<file path="config.mk">
export PLATFORM = sky130hd
export DESIGN_NAME = idbc_top
export DESIGN_NICKNAME = d
export VERILOG_FILES = /design/src/idbc_strobe_fan.v /design/src/idbc_skid_buf.v /design/src/idbc_top.v
export VERILOG_INCLUDE_DIRS = /design/src /design/src/inc
export SDC_FILE = /design/constraint.sdc
export NUM_CORES = 1
export LEC_CHECK = 0
export BUFFER_PORTS_ARGS = -buffer_cell sky130_fd_sc_hd__buf_4
export CORE_AREA = 2 2 312 314
export CTS_CLUSTER_SIZE = 14
export DETAILED_ROUTE_END_ITERATION = 8
export DIE_AREA = 0 0 314 316
export SYNTH_ARGS = -nofsm -noshare
export SYNTH_HDL_FRONTEND = slang
export SYNTH_SLANG_ARGS = --single-unit
</file>
<file path="constraint.sdc">
create_clock -name ref_clk_in -period 12.63 [get_ports ref_clk_in]
set_input_delay 2.526 -clock ref_clk_in [delete_from_list [all_inputs] [get_ports ref_clk_in]]
set_output_delay 2.526 -clock ref_clk_in [all_outputs]
set_load 0.01 [all_outputs]
</file>
<file path="src/inc/idbc_map.vh">
// constants for the interleaved dram board control block
`ifndef IDBC_MAP_VH
`define IDBC_MAP_VH
// ----------------------------------------
// address fields
// ----------------------------------------
`define IDBC_REGION_HI       31
`define IDBC_REGION_LO       25
`define IDBC_LOW_ADDR_W      25
`define IDBC_BLK_HI          24
`define IDBC_BLK_LO          5
`define IDBC_SLOT_HI         27
`define IDBC_SLOT_LO         24
`define IDBC_IODEV_HI        17
`define IDBC_IODEV_LO        16
// ----------------------------------------
// data widths and lanes
// ----------------------------------------
`define IDBC_DATA_W          64
`define IDBC_CHECK_W         8
`define IDBC_WORD_W          72
`define IDBC_BYTE_HI         63
`define IDBC_BYTE_LO         56
`define IDBC_RD_EN_BIT       56
`define IDBC_WR_EN_BIT       57
`define IDBC_LED_BIT         58
// ----------------------------------------
// transaction and space codes
// ----------------------------------------
`define IDBC_TT_MEM_RD       5'h01
`define IDBC_TT_MEM_WR       5'h02
`define IDBC_TT_IO_RD        5'h03
`define IDBC_TT_IO_WR        5'h04
`define IDBC_IO_SPACE        4'h1
`define IDBC_DEV_PROM        2'h0
`define IDBC_DEV_BASE        2'h2
`define IDBC_DEV_ENABLE      2'h3
// ----------------------------------------
// reset values and timing
// ----------------------------------------
`define IDBC_BASE_RST        8'h00
`define IDBC_ENABLE_RST      3'h0
`define IDBC_BANKS           4
`define IDBC_PHASE_NS        20
`define IDBC_CLK_NS          10
`define IDBC_PHASE_CYC       ((`IDBC_PHASE_NS + `IDBC_CLK_NS - 1) / `IDBC_CLK_NS)
`define IDBC_OWN_WIN         3'h2
`endif

</file>
<file path="src/idbc_strobe_fan.v">
// replicates one strobe into four driver groups of three copies
`timescale 1ns/1ns
`default_nettype none
module idbc_strobe_fan #(
	parameter GROUPS = 4,
	parameter COPIES = 3
) (
	input  wire                      strobe_in,
	output wire [GROUPS*COPIES-1:0]  copies_out
);
	assign copies_out = {(GROUPS*COPIES){strobe_in}};
endmodule
`default_nettype wire

</file>
<file path="src/idbc_skid_buf.v">
// two-entry buffer with valid and ready on both sides
`timescale 1ns/1ns
`default_nettype none
module idbc_skid_buf #(
	parameter WIDTH = 72
) (
	input  wire              ref_clk_in,
	input  wire              sys_rst_in,
	input  wire              in_valid_in,
	output wire              in_ready_out,
	input  wire [WIDTH-1:0]  in_data_in,
	output wire              out_valid_out,
	input  wire              out_ready_in,
	output wire [WIDTH-1:0]  out_data_out
);
	reg [WIDTH-1:0] mem [0:1];
	reg             wptr;
	reg             rptr;
	reg [1:0]       count;
	wire            push;
	wire            pop;
	assign in_ready_out  = (count != 2'h2);
	assign out_valid_out = (count != 2'h0);
	assign out_data_out  = mem[rptr];
	assign push = in_valid_in & in_ready_out;
	assign pop  = out_valid_out & out_ready_in;
	always @(posedge ref_clk_in) begin
		if (push) begin
			mem[wptr] <= in_data_in;
		end
	end
	always @(posedge ref_clk_in or posedge sys_rst_in) begin
		if (sys_rst_in) begin
			wptr  <= 1'b0;
			rptr  <= 1'b0;
			count <= 2'h0;
		end else begin
			if (push) begin
				wptr <= ~wptr;
			end
			if (pop) begin
				rptr <= ~rptr;
			end
			count <= count + {1'b0, push} - {1'b0, pop};
		end
	end
endmodule
`default_nettype wire

</file>
<file path="src/idbc_top.v">
// backplane interface and memory control of the interleaved dram board
`include "idbc_map.vh"
`timescale 1ns/1ns
`default_nettype none
module idbc_top #(
	parameter SLOT_W = 4
) (
	input  wire                     ref_clk_in,
	input  wire                     sys_rst_in,
	input  wire                     backplane_addr_strobe_n_in,
	input  wire [31:0]              backplane_address_in,
	input  wire [4:0]               trans_type_in,
	input  wire                     byte_size_in,
	input  wire [SLOT_W-1:0]        slot_ident_bus_in,
	input  wire [3:0]               space_code_bus_in,
	input  wire                     cache_owner_n_in,
	input  wire [63:0]              backplane_word_in,
	input  wire [7:0]               backplane_check_bits_in,
	input  wire                     bus_ready_in,
	input  wire [71:0]              read_bus_a_in,
	input  wire [71:0]              read_bus_b_in,
	input  wire [7:0]               prom_byte_in,
	output wire [63:0]              backplane_word_out,
	output wire [7:0]               backplane_check_bits_out,
	output wire                     read_reg_drive_n_out,
	output wire                     read_valid_out,
	output reg                      bus_ack_out,
	output reg                      board_clock_rebuild_out,
	output wire [71:0]              write_bus_out,
	output wire                     wr_drive_a_n_out,
	output wire                     wr_drive_b_n_out,
	output reg  [19:0]              bank0_addr_out,
	output reg  [19:0]              bank1_addr_out,
	output reg  [18:0]              bank23_addr_out,
	output wire [`IDBC_BANKS*24-1:0] row_strobe_n_out,
	output wire [`IDBC_BANKS*24-1:0] col_strobe_n_out,
	output wire [`IDBC_BANKS*24-1:0] store_strobe_n_out,
	output reg  [24:0]              clocked_addr_out,
	output reg                      io_prom_sel_out,
	output wire                     error_led_out,
	output wire                     busy_out
);
	// ----------------------------------------
	// states and timing
	// ----------------------------------------
	localparam [2:0] ST_IDLE = 3'h0;
	localparam [2:0] ST_ROW  = 3'h1;
	localparam [2:0] ST_BANK = 3'h2;
	localparam [2:0] ST_IO   = 3'h3;
	localparam [2:0] ST_DONE = 3'h4;
	localparam integer PHASE_CYC = `IDBC_PHASE_CYC;
	reg [2:0]   state;
	reg [1:0]   bank;
	reg [1:0]   phase;
	reg         is_write;
	reg         is_io;
	reg         is_half_hi;
	reg [2:0]   own_cnt;
	reg [7:0]   base_reg;
	reg [2:0]   enable_reg;
	reg [71:0]  write_reg;
	reg [71:0]  merged;
	reg [24:0]  held_strobe_addr;
	reg         strobe_d;
	wire        strobe_act;
	wire        addr_reg_clk_ok_n;
	// ----------------------------------------
	// input synchroniser for the strobe pin
	// ----------------------------------------
	reg [2:0]   strobe_sync;
	reg         strobe_state;
	always @(posedge ref_clk_in or posedge sys_rst_in) begin
		if (sys_rst_in) begin
			strobe_sync  <= 3'h7;
			strobe_state <= 1'b1;
		end else begin
			strobe_sync <= {strobe_sync[1:0], backplane_addr_strobe_n_in};
			if (strobe_sync[1] == strobe_sync[2]) begin
				strobe_state <= strobe_sync[2];
			end
		end
	end
	assign strobe_act = ~strobe_state;
	// ----------------------------------------
	// board clock rebuild
	// ----------------------------------------
	always @(posedge ref_clk_in or posedge sys_rst_in) begin
		if (sys_rst_in) begin
			board_clock_rebuild_out <= 1'b0;
		end else begin
			board_clock_rebuild_out <= ~board_clock_rebuild_out;
		end
	end
	// ----------------------------------------
	// address latch and register
	// ----------------------------------------
	// the latch is modelled as a gated register so that the design stays single-clock
	always @(posedge ref_clk_in or posedge sys_rst_in) begin
		if (sys_rst_in) begin
			held_strobe_addr <= 25'h0000000;
			strobe_d         <= 1'b0;
		end else begin
			strobe_d <= strobe_act;
			if (strobe_act) begin
				held_strobe_addr <= backplane_address_in[24:0];
			end
		end
	end
	assign addr_reg_clk_ok_n = ~(strobe_d & ~strobe_act);
	always @(posedge ref_clk_in or posedge sys_rst_in) begin
		if (sys_rst_in) begin
			clocked_addr_out <= 25'h0000000;
		end else if (!addr_reg_clk_ok_n) begin
			clocked_addr_out <= held_strobe_addr;
		end
	end
	always @* begin
		bank0_addr_out  = held_strobe_addr[`IDBC_BLK_HI:`IDBC_BLK_LO];
		bank1_addr_out  = {held_strobe_addr[24:15], clocked_addr_out[14:5]};
		bank23_addr_out = clocked_addr_out[23:5];
	end
	// ----------------------------------------
	// transaction decode
	// ----------------------------------------
	wire is_mem_rd = (trans_type_in == `IDBC_TT_MEM_RD);
	wire is_mem_wr = (trans_type_in == `IDBC_TT_MEM_WR);
	wire is_io_rd  = (trans_type_in == `IDBC_TT_IO_RD);
	wire is_io_wr  = (trans_type_in == `IDBC_TT_IO_WR);
	// eight-bit compare; base bit 0 is stored and read back but never compared
	wire [7:0] mem_cmp_a = {backplane_address_in[`IDBC_REGION_HI:`IDBC_REGION_LO], 1'b0};
	wire [7:0] mem_cmp_b = {base_reg[7:1], 1'b0};
	wire mem_hit = (mem_cmp_a == mem_cmp_b);
	wire mem_rd_ok = is_mem_rd & enable_reg[0];
	wire mem_wr_ok = is_mem_wr & enable_reg[1];
	wire [7:0] io_cmp_a = {space_code_bus_in, backplane_address_in[`IDBC_SLOT_HI:`IDBC_SLOT_LO]};
	wire [7:0] io_cmp_b = {`IDBC_IO_SPACE, slot_ident_bus_in[3:0]};
	wire io_hit = (io_cmp_a == io_cmp_b) & byte_size_in & (is_io_rd | is_io_wr);
	wire start  = strobe_act & ~strobe_d;
	wire addr_taken = ~strobe_act & ~strobe_d; // the clocked address is only valid once the strobe has gone
	assign busy_out = (state != ST_IDLE);
	// ----------------------------------------
	// transaction sequencer
	// ----------------------------------------
	// one pass visits banks 0..3 in order, one 64-bit word each, so a block is always 32 bytes
	wire [1:0] io_dev = clocked_addr_out[`IDBC_IODEV_HI:`IDBC_IODEV_LO];
	wire       rd_push;
	wire       rd_ready;
	always @(posedge ref_clk_in or posedge sys_rst_in) begin
		if (sys_rst_in) begin
			state        <= ST_IDLE;
			bank         <= 2'h0;
			phase        <= 2'h0;
			is_write     <= 1'b0;
			is_io        <= 1'b0;
			is_half_hi   <= 1'b0;
			own_cnt      <= 3'h0;
			bus_ack_out  <= 1'b0;
			base_reg     <= `IDBC_BASE_RST;
			enable_reg   <= `IDBC_ENABLE_RST;
			write_reg    <= 72'h000000000000000000;
			io_prom_sel_out <= 1'b0;
		end else begin
			bus_ack_out <= 1'b0;
			case (state)
			ST_IDLE: begin
				own_cnt <= 3'h0;
				if (start && mem_hit && (mem_rd_ok || mem_wr_ok)) begin
					is_write   <= is_mem_wr;
					is_io      <= 1'b0;
					is_half_hi <= backplane_address_in[23];
					state      <= ST_ROW;
				end else if (start && io_hit) begin
					is_write <= is_io_wr;
					is_io    <= 1'b1;
					state    <= ST_IO;
				end
			end
			ST_ROW: begin
				if (own_cnt == `IDBC_OWN_WIN && !cache_owner_n_in) begin
					is_write <= 1'b1;
				end
				own_cnt <= own_cnt + 3'h1;
				bank    <= 2'h0;
				phase   <= 2'h0;
				if (own_cnt == `IDBC_OWN_WIN) begin
					state <= ST_BANK;
				end
			end
			ST_BANK: begin
				if (is_write || rd_ready) begin
					if (phase == PHASE_CYC[1:0]) begin
						phase <= 2'h0;
						if (is_write) begin
							write_reg <= {backplane_check_bits_in, backplane_word_in};
						end
						if (bank == 2'h3) begin
							state <= ST_DONE;
						end else begin
							bank <= bank + 2'h1;
						end
					end else begin
						phase <= phase + 2'h1;
					end
				end
			end
			ST_IO: begin
				io_prom_sel_out <= addr_taken & (io_dev == `IDBC_DEV_PROM);
				if (addr_taken && is_write && io_dev == `IDBC_DEV_BASE) begin
					base_reg <= backplane_word_in[`IDBC_BYTE_HI:`IDBC_BYTE_LO];
				end
				if (addr_taken && is_write && io_dev == `IDBC_DEV_ENABLE) begin
					enable_reg <= backplane_word_in[`IDBC_LED_BIT:`IDBC_RD_EN_BIT];
				end
				if (addr_taken && (is_write || rd_ready)) begin
					state <= ST_DONE;
				end
			end
			ST_DONE: begin
				io_prom_sel_out <= 1'b0;
				bus_ack_out     <= 1'b1;
				state           <= ST_IDLE;
			end
			default: begin
				state <= ST_IDLE;
			end
			endcase
		end
	end
	assign error_led_out = enable_reg[2];
	// ----------------------------------------
	// strobes and fan-out
	// ----------------------------------------
	wire in_bank = (state == ST_BANK);
	reg [`IDBC_BANKS*2-1:0] ras;
	reg [`IDBC_BANKS*2-1:0] cas;
	reg [`IDBC_BANKS*2-1:0] store_stb;
	integer b;
	always @* begin
		for (b = 0; b < `IDBC_BANKS; b = b + 1) begin
			ras[2*b]   = in_bank & (bank >= b[1:0]) & ~is_half_hi;
			ras[2*b+1] = in_bank & (bank >= b[1:0]) & is_half_hi;
			cas[2*b]   = ras[2*b] & (bank == b[1:0]) & (phase != 2'h0);
			cas[2*b+1] = ras[2*b+1] & (bank == b[1:0]) & (phase != 2'h0);
			store_stb[2*b]   = cas[2*b] & is_write;
			store_stb[2*b+1] = cas[2*b+1] & is_write;
		end
	end
	genvar g;
	generate
		for (g = 0; g < `IDBC_BANKS*2; g = g + 1) begin : fan
			idbc_strobe_fan u_ras (
				.strobe_in  (~ras[g]),
				.copies_out (row_strobe_n_out[g*12+11:g*12])
			);
			idbc_strobe_fan u_cas (
				.strobe_in  (~cas[g]),
				.copies_out (col_strobe_n_out[g*12+11:g*12])
			);
			idbc_strobe_fan u_store (
				.strobe_in  (~store_stb[g]),
				.copies_out (store_strobe_n_out[g*12+11:g*12])
			);
		end
	endgenerate
	// ----------------------------------------
	// write path
	// ----------------------------------------
	assign write_bus_out    = write_reg;
	assign wr_drive_a_n_out = ~(in_bank & is_write & ~bank[0]);
	assign wr_drive_b_n_out = ~(in_bank & is_write & bank[0]);
	// ----------------------------------------
	// read mux and read buffer
	// ----------------------------------------
	wire read_mux_sel0_n = ~(in_bank & ~bank[0]);
	wire read_mux_sel1_n = ~((in_bank & bank[0]) | (state == ST_IO));
	reg [7:0] io_byte;
	always @* begin
		case (io_dev)
		`IDBC_DEV_PROM:   io_byte = prom_byte_in;
		`IDBC_DEV_BASE:   io_byte = base_reg;
		`IDBC_DEV_ENABLE: io_byte = {5'h00, enable_reg};
		default:          io_byte = 8'h00;
		endcase
		if (!read_mux_sel0_n) begin
			merged = read_bus_a_in;
		end else if (is_io) begin
			merged = {read_bus_b_in[71:64], io_byte, read_bus_b_in[55:0]};
		end else begin
			merged = read_bus_b_in;
		end
	end
	// a read line is pushed at the end of its bank phase; a full buffer stalls the sequencer
	assign rd_push = ~is_write & ((in_bank & (phase == PHASE_CYC[1:0])) | ((state == ST_IO) & addr_taken))
		& (~read_mux_sel0_n | ~read_mux_sel1_n);
	wire [71:0] rd_word;
	idbc_skid_buf #(
		.WIDTH (`IDBC_WORD_W)
	) u_rd_buf (
		.ref_clk_in    (ref_clk_in),
		.sys_rst_in    (sys_rst_in),
		.in_valid_in   (rd_push),
		.in_ready_out  (rd_ready),
		.in_data_in    (merged),
		.out_valid_out (read_valid_out),
		.out_ready_in  (bus_ready_in),
		.out_data_out  (rd_word)
	);
	assign read_reg_drive_n_out     = ~read_valid_out;
	assign backplane_word_out       = rd_word[63:0];
	assign backplane_check_bits_out = rd_word[71:64];
endmodule
`default_nettype wire

</file>
==> results of run 1 <==
[critical path, stage by stage (launching register included)]
cell                      delay, ps
sky130_fd_sc_hd__dfrtp_1        500
sky130_fd_sc_hd__inv_2          120
sky130_fd_sc_hd__or3_1          510
sky130_fd_sc_hd__nor2_1         440
sky130_fd_sc_hd__and2_1         300
sky130_fd_sc_hd__nand2_1        420
sky130_fd_sc_hd__buf_4          310
[path summary, 6_finish.rpt]
kind,startpoint,cells past startpoint,to
worst max-delay path,state[1],6,store_strobe_n_out[6]
min in group asynchronous,sys_rst_in,2,write_bus_out[32]
max in group asynchronous,sys_rst_in,4,clocked_addr_out[0]
worst min-delay path,strobe_sync[0],0,strobe_sync[1]
worst min register to register,strobe_sync[0],0,strobe_sync[1]
worst max register to register,strobe_state,5,u_rd_buf.mem[0][1]
[cells by family (layout without fill, tap and decap cells)]
family                     after synthesis  count (layout)  share of synthesized area
AOI/OAI and AO/OA                       45              45                     0.0197
xor gates and xnor gates                15              15                    0.00850
adders and majority gates               10              10                    0.00793
buffers and inverters                  406             895                      0.185
DFF                                    302             302                      0.536
muxes                                  216             216                      0.157
other                                    0               3                          0
and+or+nand+nor                        303             303                     0.0852
[metal layers]
layer | share of wire | GRT usage | vias to the layer above
li1 | - | - | 4973
met1 | 0.42 | 0.120 | 5058
met2 | 0.46 | 0.155 | 457
met3 | 0.10 | 0.0418 | 64
met4 | 0.020 | 0.0279 | 10
met5 | 0.0012 | 0 | -
[where the power goes]
| group | switching [mW] | total [mW] | internal (mW) | leakage (nW) |
|---|---|---|---|---|
| clock | 0.427 | 1.07 | 0.641 | 0.605 |
| sequential | 0.0908 | 1.19 | 1.10 | 3.16 |
| combinational | 0.297 | 0.678 | 0.381 | 5.55 |
| total | 0.815 | 2.93 | 2.12 | 9.32 |
[cell type report]
| class | count | area, µm² | area share |
|---|---|---|---|
| clock inverters | 19 | 191 | 0.00886 |
| well taps | 1276 | 1600 | 0.0739 |
| inverters | 16 | 65.1 | 0.00301 |
| diodes | 3 | 7.51 | 0.000347 |
| multi-input cells | 589 | 4340 | 0.201 |
| flip-flops and latches | 302 | 8290 | 0.383 |
| clock buffers | 47 | 1030 | 0.0475 |
| repair buffers | 813 | 6100 | 0.282 |
[cells in the mapped netlist, types with 3 or more instances]
cell                       number
sky130_fd_sc_hd__dfstp_2        4
sky130_fd_sc_hd__a221oi_1       5
sky130_fd_sc_hd__buf_2         16
sky130_fd_sc_hd__clkbuf_1      20
sky130_fd_sc_hd__o211ai_1       3
sky130_fd_sc_hd__nor3_1         3
sky130_fd_sc_hd__ha_1           9
sky130_fd_sc_hd__and2_1         5
sky130_fd_sc_hd__nor4_1         3
sky130_fd_sc_hd__nand2_1      226
sky130_fd_sc_hd__xnor2_1        6
sky130_fd_sc_hd__o21ai_0       12
sky130_fd_sc_hd__mux2_2       129
sky130_fd_sc_hd__o21ai_1        5
sky130_fd_sc_hd__and3_1         4
sky130_fd_sc_hd__inv_1         14
sky130_fd_sc_hd__nand4_1        4
sky130_fd_sc_hd__mux2i_1        3
sky130_fd_sc_hd__nor3b_1        5
sky130_fd_sc_hd__nand3b_1       3
sky130_fd_sc_hd__nor2_1        20
sky130_fd_sc_hd__buf_4        352
sky130_fd_sc_hd__xor2_1         9
sky130_fd_sc_hd__mux2_1        83
sky130_fd_sc_hd__nand3_1        9
sky130_fd_sc_hd__nor2b_1        8
sky130_fd_sc_hd__edfxtp_1     144
sky130_fd_sc_hd__a21oi_1        6
sky130_fd_sc_hd__dfrtp_1      154
[metrics by stage]
step | hold WS (ps) | worst slack, ps
final | 355 | 6920
after global placement | 347 | 7630
after CTS | 355 | 6870
after floorplan | 345 | 5850
after detailed placement | 347 | 7530
after global routing | 359 | 6730
==> impl_metrics.xml, run 1 <==
<?xml version="1.0" encoding="UTF-8"?>
<metrics>
  <group name="outcome">
    <metric name="outcome" unit="">complete, no violations</metric>
  </group>
  <group name="pwr">
    <metric name="power.ir.vdd_worst" unit="µV">97.8</metric>
    <metric name="power_per_cell_area" unit="nW/µm²">136</metric>
    <metric name="total_power" unit="mW">2.93</metric>
    <metric name="leakagePower" unit="nW">9.32</metric>
  </group>
  <group name="timing">
    <metric name="fmax" unit="MHz">175</metric>
    <metric name="setup_repair_after_global_routing_missed_its_margin" unit="">no</metric>
    <metric name="max_slew_margin" unit="">0.313</metric>
    <metric name="finClkSkew" unit="ps">32.4</metric>
    <metric name="timing_hold_violations_final" unit="">0</metric>
    <metric name="worstMarginPinSlew" unit="ps">1030</metric>
    <metric name="post-route-min-period" unit="ps">5710</metric>
    <metric name="report.final.slew_viol_count" unit="">0</metric>
    <metric name="finalSetupTns" unit="ps">0</metric>
    <metric name="final_setup_viols" unit="">0</metric>
    <metric name="final.period_utilization" unit="">0.452</metric>
  </group>
  <group name="place">
    <metric name="place_area" unit="µm²">20400</metric>
    <metric name="hpwl" unit="mm">41.0</metric>
    <metric name="number_of_input_and_output_port_buffers_inserted" unit="">799</metric>
    <metric name="placed_cells" unit="">2996</metric>
    <metric name="place_congestion" unit="">0.754</metric>
  </group>
  <group name="cells_and_area">
    <metric name="most_common_cell_after_layout_fill_and_taps_aside" unit="">sky130_fd_sc_hd__buf_4</metric>
    <metric name="area_delta_synth_final" unit="%">39.9</metric>
    <metric name="design.final.nets" unit="">2044</metric>
    <metric name="layout.cell_area.non_filler" unit="µm²">21600</metric>
    <metric name="layout_common_cells" unit="">sky130_fd_sc_hd__buf_4 (813), sky130_fd_sc_hd__nand2_1 (225), sky130_fd_sc_hd__dfrtp_1 (153)</metric>
    <metric name="layout_cells_sized_above_1" unit="">0.572</metric>
    <metric name="top_register" unit="">u_rd_buf.mem</metric>
    <metric name="finish.cell_count_without_fillers" unit="">3065</metric>
    <metric name="layout.filler_cells" unit="">10300</metric>
    <metric name="largest_register_ffs" unit="">144</metric>
    <metric name="final_core_utilization" unit="">0.225</metric>
  </group>
  <group name="clock_tree">
    <metric name="clock_slew_seen_by_the_registers_of_the_worst_setup_and_hold_paths" unit="ps">60</metric>
    <metric name="tritoncts" unit="">built</metric>
    <metric name="cts.hold.buffers_added" unit="">0</metric>
    <metric name="clock_latency" unit="ps">570</metric>
    <metric name="numClockSinks" unit="">302</metric>
    <metric name="ctsRootBufferMaster" unit="">sky130_fd_sc_hd__clkbuf_16</metric>
    <metric name="maximum_buffer_depth_of_the_clock_tree" unit="">3</metric>
    <metric name="cts-resized-gates" unit="">0</metric>
    <metric name="cts_post_setup_buffers_inserted" unit="">0</metric>
    <metric name="number_of_clock_buffers_inserted_by_tritoncts" unit="">38</metric>
    <metric name="h-tree-depth" unit="">2</metric>
  </group>
  <group name="worst_setup_path">
    <metric name="cp_data_arrival_time" unit="ps">3180</metric>
    <metric name="cp-start-kind" unit="">flop</metric>
    <metric name="worst-setup-path-type" unit="">flop to primary output</metric>
    <metric name="cp_max_fo" unit="">12</metric>
    <metric name="worst-r2r-setup-slack" unit="ps">8530</metric>
    <metric name="timing.critical_path.required" unit="ps">10100</metric>
    <metric name="critical_path.endpoint_type" unit="">primary output</metric>
  </group>
  <group name="logic_synthesis">
    <metric name="yosysTopAreaCellShare" unit="">0.280</metric>
    <metric name="synth_largest_area_cell" unit="">sky130_fd_sc_hd__edfxtp_1</metric>
    <metric name="synth.yosys.seq_area_share" unit="">0.536</metric>
    <metric name="yosys_warnings" unit="">0</metric>
    <metric name="post_synth_num_cell_types" unit="">55</metric>
    <metric name="avgSynthCellArea" unit="µm²">11.9</metric>
    <metric name="mappedNetlistNets" unit="">1581</metric>
    <metric name="postSynthRegisterBits" unit="">302</metric>
    <metric name="synth_edf_count" unit="">144</metric>
    <metric name="mappedNetlistArea" unit="µm²">15500</metric>
    <metric name="postSynth.asyncResetShare" unit="">0.523</metric>
    <metric name="synth_cells" unit="">1297</metric>
    <metric name="synthFlopType" unit="">sky130_fd_sc_hd__dfrtp_1</metric>
    <metric name="yosys-top-cells-area" unit="">sky130_fd_sc_hd__edfxtp_1 (28%), sky130_fd_sc_hd__dfrtp_1 (25%), sky130_fd_sc_hd__buf_4 (17%), sky130_fd_sc_hd__mux2_2 (9.4%), sky130_fd_sc_hd__mux2_1 (6.0%)</metric>
  </group>
  <group name="global_route">
    <metric name="grt_antenna_before_repair" unit="">13</metric>
    <metric name="globalRoute.totalOverflow" unit="">0</metric>
    <metric name="grt.total_usage" unit="">0.0976</metric>
    <metric name="number_of_global_route_vias_before_repair" unit="">10300</metric>
    <metric name="first_pass_grt_wire_length" unit="mm">70.1</metric>
    <metric name="largest_net_degree_at_the_start_of_global_routing" unit="">76</metric>
  </group>
  <group name="die">
    <metric name="initial_utilization" unit="">0.161</metric>
    <metric name="boundaryPins" unit="">800</metric>
    <metric name="floorplan.die_area" unit="µm²">99200</metric>
    <metric name="floorplan.core_area" unit="µm²">96000</metric>
    <metric name="die_height" unit="µm">316</metric>
    <metric name="die_x" unit="µm">314</metric>
    <metric name="placementRows" unit="">114</metric>
  </group>
  <group name="routing">
    <metric name="drc" unit="">0</metric>
    <metric name="violation_count_after_the_first_detailed_routing_iteration" unit="">327</metric>
    <metric name="vias" unit="">10600</metric>
    <metric name="detail_route.wirelength" unit="mm">52.2</metric>
    <metric name="routed_via_density" unit="">3.45</metric>
    <metric name="postRouteAntennaNets" unit="">0</metric>
    <metric name="wl_per_cell" unit="µm">17.0</metric>
    <metric name="firstDrtPassIters" unit="">4</metric>
  </group>
  <group name="flow_run">
    <metric name="cap_viol_max_count" unit="">0</metric>
  </group>
  <group name="min_path">
    <metric name="timing.hold.worst.class" unit="">flop to flop</metric>
  </group>
</metrics>
Note: power is estimated with default switching activity, not from simulation.
==> run 2: changes to the inputs <==
- clock period: 12.63 -> 5.8 ns (I/O delays scaled with it)
==> run 2 against run 1 <==
Effect of this change:
- register-to-register slack got worse by 6400 ps
- sequential cell count unchanged
- via count increased by 0.84%
- global-route usage increased by 0.12 points
- critical path depth unchanged
- sequential share of layout area decreased by 0.15 points
- worst hold slack got worse by 0.76 ps
- design area increased by 0.41%
- count of clock-buffer cells in the layout increased by 2
- worst setup slack got worse by 5500 ps
- largest cell class unchanged
- largest power group unchanged
==> impl_metrics.xml, run 2 (synthesis results as in run 1) <==
<?xml version="1.0" encoding="UTF-8"?>
<metrics>
  <group name="routing">
    <metric name="violation_count_after_the_first_detailed_routing_iteration" unit="">436</metric>
    <metric name="drc" unit="">0</metric>
    <metric name="detail_route.wirelength" unit="mm">52.4</metric>
    <metric name="vias" unit="">10700</metric>
    <metric name="postRouteAntennaNets" unit="">0</metric>
    <metric name="wl_per_cell" unit="µm">17.1</metric>
    <metric name="firstDrtPassIters" unit="">4</metric>
    <metric name="routed_via_density" unit="">3.47</metric>
  </group>
  <group name="clock_tree">
    <metric name="tritoncts" unit="">built</metric>
    <metric name="h-tree-depth" unit="">2</metric>
    <metric name="cts.hold.buffers_added" unit="">0</metric>
    <metric name="numClockSinks" unit="">302</metric>
    <metric name="cts-resized-gates" unit="">0</metric>
    <metric name="maximum_buffer_depth_of_the_clock_tree" unit="">3</metric>
    <metric name="cts_post_setup_buffers_inserted" unit="">0</metric>
    <metric name="clock_latency" unit="ps">580</metric>
    <metric name="clock_slew_seen_by_the_registers_of_the_worst_setup_and_hold_paths" unit="ps">60</metric>
    <metric name="number_of_clock_buffers_inserted_by_tritoncts" unit="">40</metric>
    <metric name="ctsRootBufferMaster" unit="">sky130_fd_sc_hd__clkbuf_16</metric>
  </group>
  <group name="global_route">
    <metric name="grt.total_usage" unit="">0.0988</metric>
    <metric name="largest_net_degree_at_the_start_of_global_routing" unit="">129</metric>
    <metric name="first_pass_grt_wire_length" unit="mm">71.2</metric>
    <metric name="number_of_global_route_vias_before_repair" unit="">10600</metric>
    <metric name="globalRoute.totalOverflow" unit="">0</metric>
    <metric name="grt_antenna_before_repair" unit="">14</metric>
  </group>
  <group name="place">
    <metric name="place_congestion" unit="">0.736</metric>
    <metric name="hpwl" unit="mm">40.9</metric>
    <metric name="number_of_input_and_output_port_buffers_inserted" unit="">799</metric>
    <metric name="dp_slack" unit="ps">1990</metric>
  </group>
  <group name="die">
    <metric name="placementRows" unit="">114</metric>
    <metric name="initial_utilization" unit="">0.161</metric>
    <metric name="die_height" unit="µm">316</metric>
    <metric name="floorplan.core_area" unit="µm²">96000</metric>
    <metric name="boundaryPins" unit="">800</metric>
    <metric name="floorplan.die_area" unit="µm²">99200</metric>
    <metric name="die_x" unit="µm">314</metric>
  </group>
  <group name="worst_setup_path">
    <metric name="timing.critical_path.required" unit="ps">4640</metric>
    <metric name="cp_data_arrival_time" unit="ps">3230</metric>
    <metric name="worst_r2r_endpoint" unit="">u_rd_buf.mem[0][40]</metric>
    <metric name="cp_max_fo" unit="">12</metric>
    <metric name="cpMaxStageDelayCell" unit="">sky130_fd_sc_hd__or3_1</metric>
    <metric name="worst_reg2reg_startpoint" unit="">strobe_state</metric>
    <metric name="worst_path_cell_trace" unit="">inv_2, or3_1, nor2_1, and2_1, nand2_1, buf_4</metric>
    <metric name="critical_path.endpoint_type" unit="">primary output</metric>
    <metric name="worst-r2r-cell-count" unit="">5</metric>
    <metric name="critical_path.max_stage_delay" unit="ps">540</metric>
    <metric name="cp-start-kind" unit="">flop</metric>
    <metric name="worst-r2r-setup-slack" unit="ps">2180</metric>
    <metric name="worst-setup-path-type" unit="">flop to primary output</metric>
  </group>
  <group name="min_path">
    <metric name="min_delay_path_depth" unit="">0</metric>
    <metric name="timing.hold.worst_endpoint" unit="">strobe_sync[1]</metric>
    <metric name="timing.hold.worst.class" unit="">flop to flop</metric>
    <metric name="beginning_of_the_worst_hold_path" unit="">strobe_sync[0]</metric>
  </group>
  <group name="cells_and_area">
    <metric name="most_common_cell_after_layout_fill_and_taps_aside" unit="">sky130_fd_sc_hd__buf_4</metric>
    <metric name="area_delta_synth_final" unit="%">40.4</metric>
    <metric name="design.final.nets" unit="">2046</metric>
    <metric name="final_core_utilization" unit="">0.226</metric>
    <metric name="layout.filler_cells" unit="">10400</metric>
    <metric name="top_register" unit="">u_rd_buf.mem</metric>
    <metric name="layout_cells_sized_above_1" unit="">0.573</metric>
    <metric name="layout_common_cells" unit="">sky130_fd_sc_hd__buf_4 (812), sky130_fd_sc_hd__nand2_1 (225), sky130_fd_sc_hd__dfrtp_1 (153)</metric>
    <metric name="largest_register_ffs" unit="">144</metric>
  </group>
  <group name="pwr">
    <metric name="total_power" unit="mW">6.50</metric>
    <metric name="leakagePower" unit="nW">9.36</metric>
    <metric name="power.ir.vdd_worst" unit="µV">172</metric>
    <metric name="power_per_cell_area" unit="nW/µm²">299</metric>
  </group>
  <group name="timing">
    <metric name="post-route-min-period" unit="ps">4390</metric>
    <metric name="worstMarginPinSlew" unit="ps">989</metric>
    <metric name="final_setup_viols" unit="">0</metric>
    <metric name="setup_repair_after_global_routing_missed_its_margin" unit="">no</metric>
    <metric name="postLayoutSetupSlackWorst" unit="ps">1410</metric>
    <metric name="max_slew_margin" unit="">0.341</metric>
    <metric name="report.final.slew_viol_count" unit="">0</metric>
    <metric name="final.period_utilization" unit="">0.757</metric>
    <metric name="finalSetupTns" unit="ps">0</metric>
    <metric name="finClkSkew" unit="ps">18.2</metric>
    <metric name="timing_hold_violations_final" unit="">0</metric>
    <metric name="fmax" unit="MHz">228</metric>
  </group>
  <group name="flow_run">
    <metric name="cap_viol_max_count" unit="">0</metric>
  </group>
  <group name="outcome">
    <metric name="outcome" unit="">complete, no violations</metric>
  </group>
</metrics>
run 2: cell types whose count changed in the layout (fill, tap and decap cells not counted), sizes merged:
cell / delta
clkbuf: +2
bufinv: -1
clkinvlp: +1
diode: +4
clkinv: +2
run 2: area by class of cell:
type	instances	area, µm²	area share
antenna	7	17.5	0.000807
inverter	16	65.1	0.00300
sequential	302	8290	0.382
clock buffer	49	1100	0.0505
timing repair buffer	813	6120	0.282
tap	1276	1600	0.0736
clock inverter	21	186	0.00859
multi-input combinational	589	4340	0.200
run 2: worst max path at each step:
| stage | slack (ps) | from | end | cells past startpoint |
|---|---|---|---|---|
| after global routing | 1160 | state[1] | store_strobe_n_out[6] | 6 |
| after detailed placement | 1990 | state[1] | store_strobe_n_out[7] | 6 |
| after global placement | 2080 | state[1] | store_strobe_n_out[6] | 6 |
| after floorplan | 380 | sys_rst_in | bank[0] | 1 |
| after CTS | 1340 | state[1] | store_strobe_n_out[7] | 6 |
| final | 1410 | state[1] | store_strobe_n_out[7] | 6 |
run 2: metal layers:
| metal | global-route usage | wire length (µm) | part of all wire | vias to the layer above |
|---|---|---|---|---|
| met5 | 0 | 44 | 0.00084 | - |
| met4 | 0.0249 | 946 | 0.018 | 6 |
| met3 | 0.0449 | 5820 | 0.11 | 62 |
| met2 | 0.156 | 24100 | 0.46 | 474 |
| met1 | 0.122 | 21600 | 0.41 | 5118 |
| li1 | - | - | - | 4991 |
run 2: critical path: cells and delay by family (launching register included):
family | cells | cell delay [ps]
DFF | 1 | 500
buffers and inverters | 2 | 430
and+or+nand+nor | 4 | 1700
run 2: per-stage QoR:
stage               instance area (µm²)  hold WS, ps  instances
finish                            21700          354       3073
global route                      21700          364       3066
CTS                               21700          355       3066
detailed placement                20400          347       2996
global placement                  20400          346       2996
floorplan                         15500          345       1297
run 2: where the power goes:
group	switching [mW]	internal (mW)
Combinational	0.603	0.831
Clock	0.985	1.44
Sequential	0.247	2.39
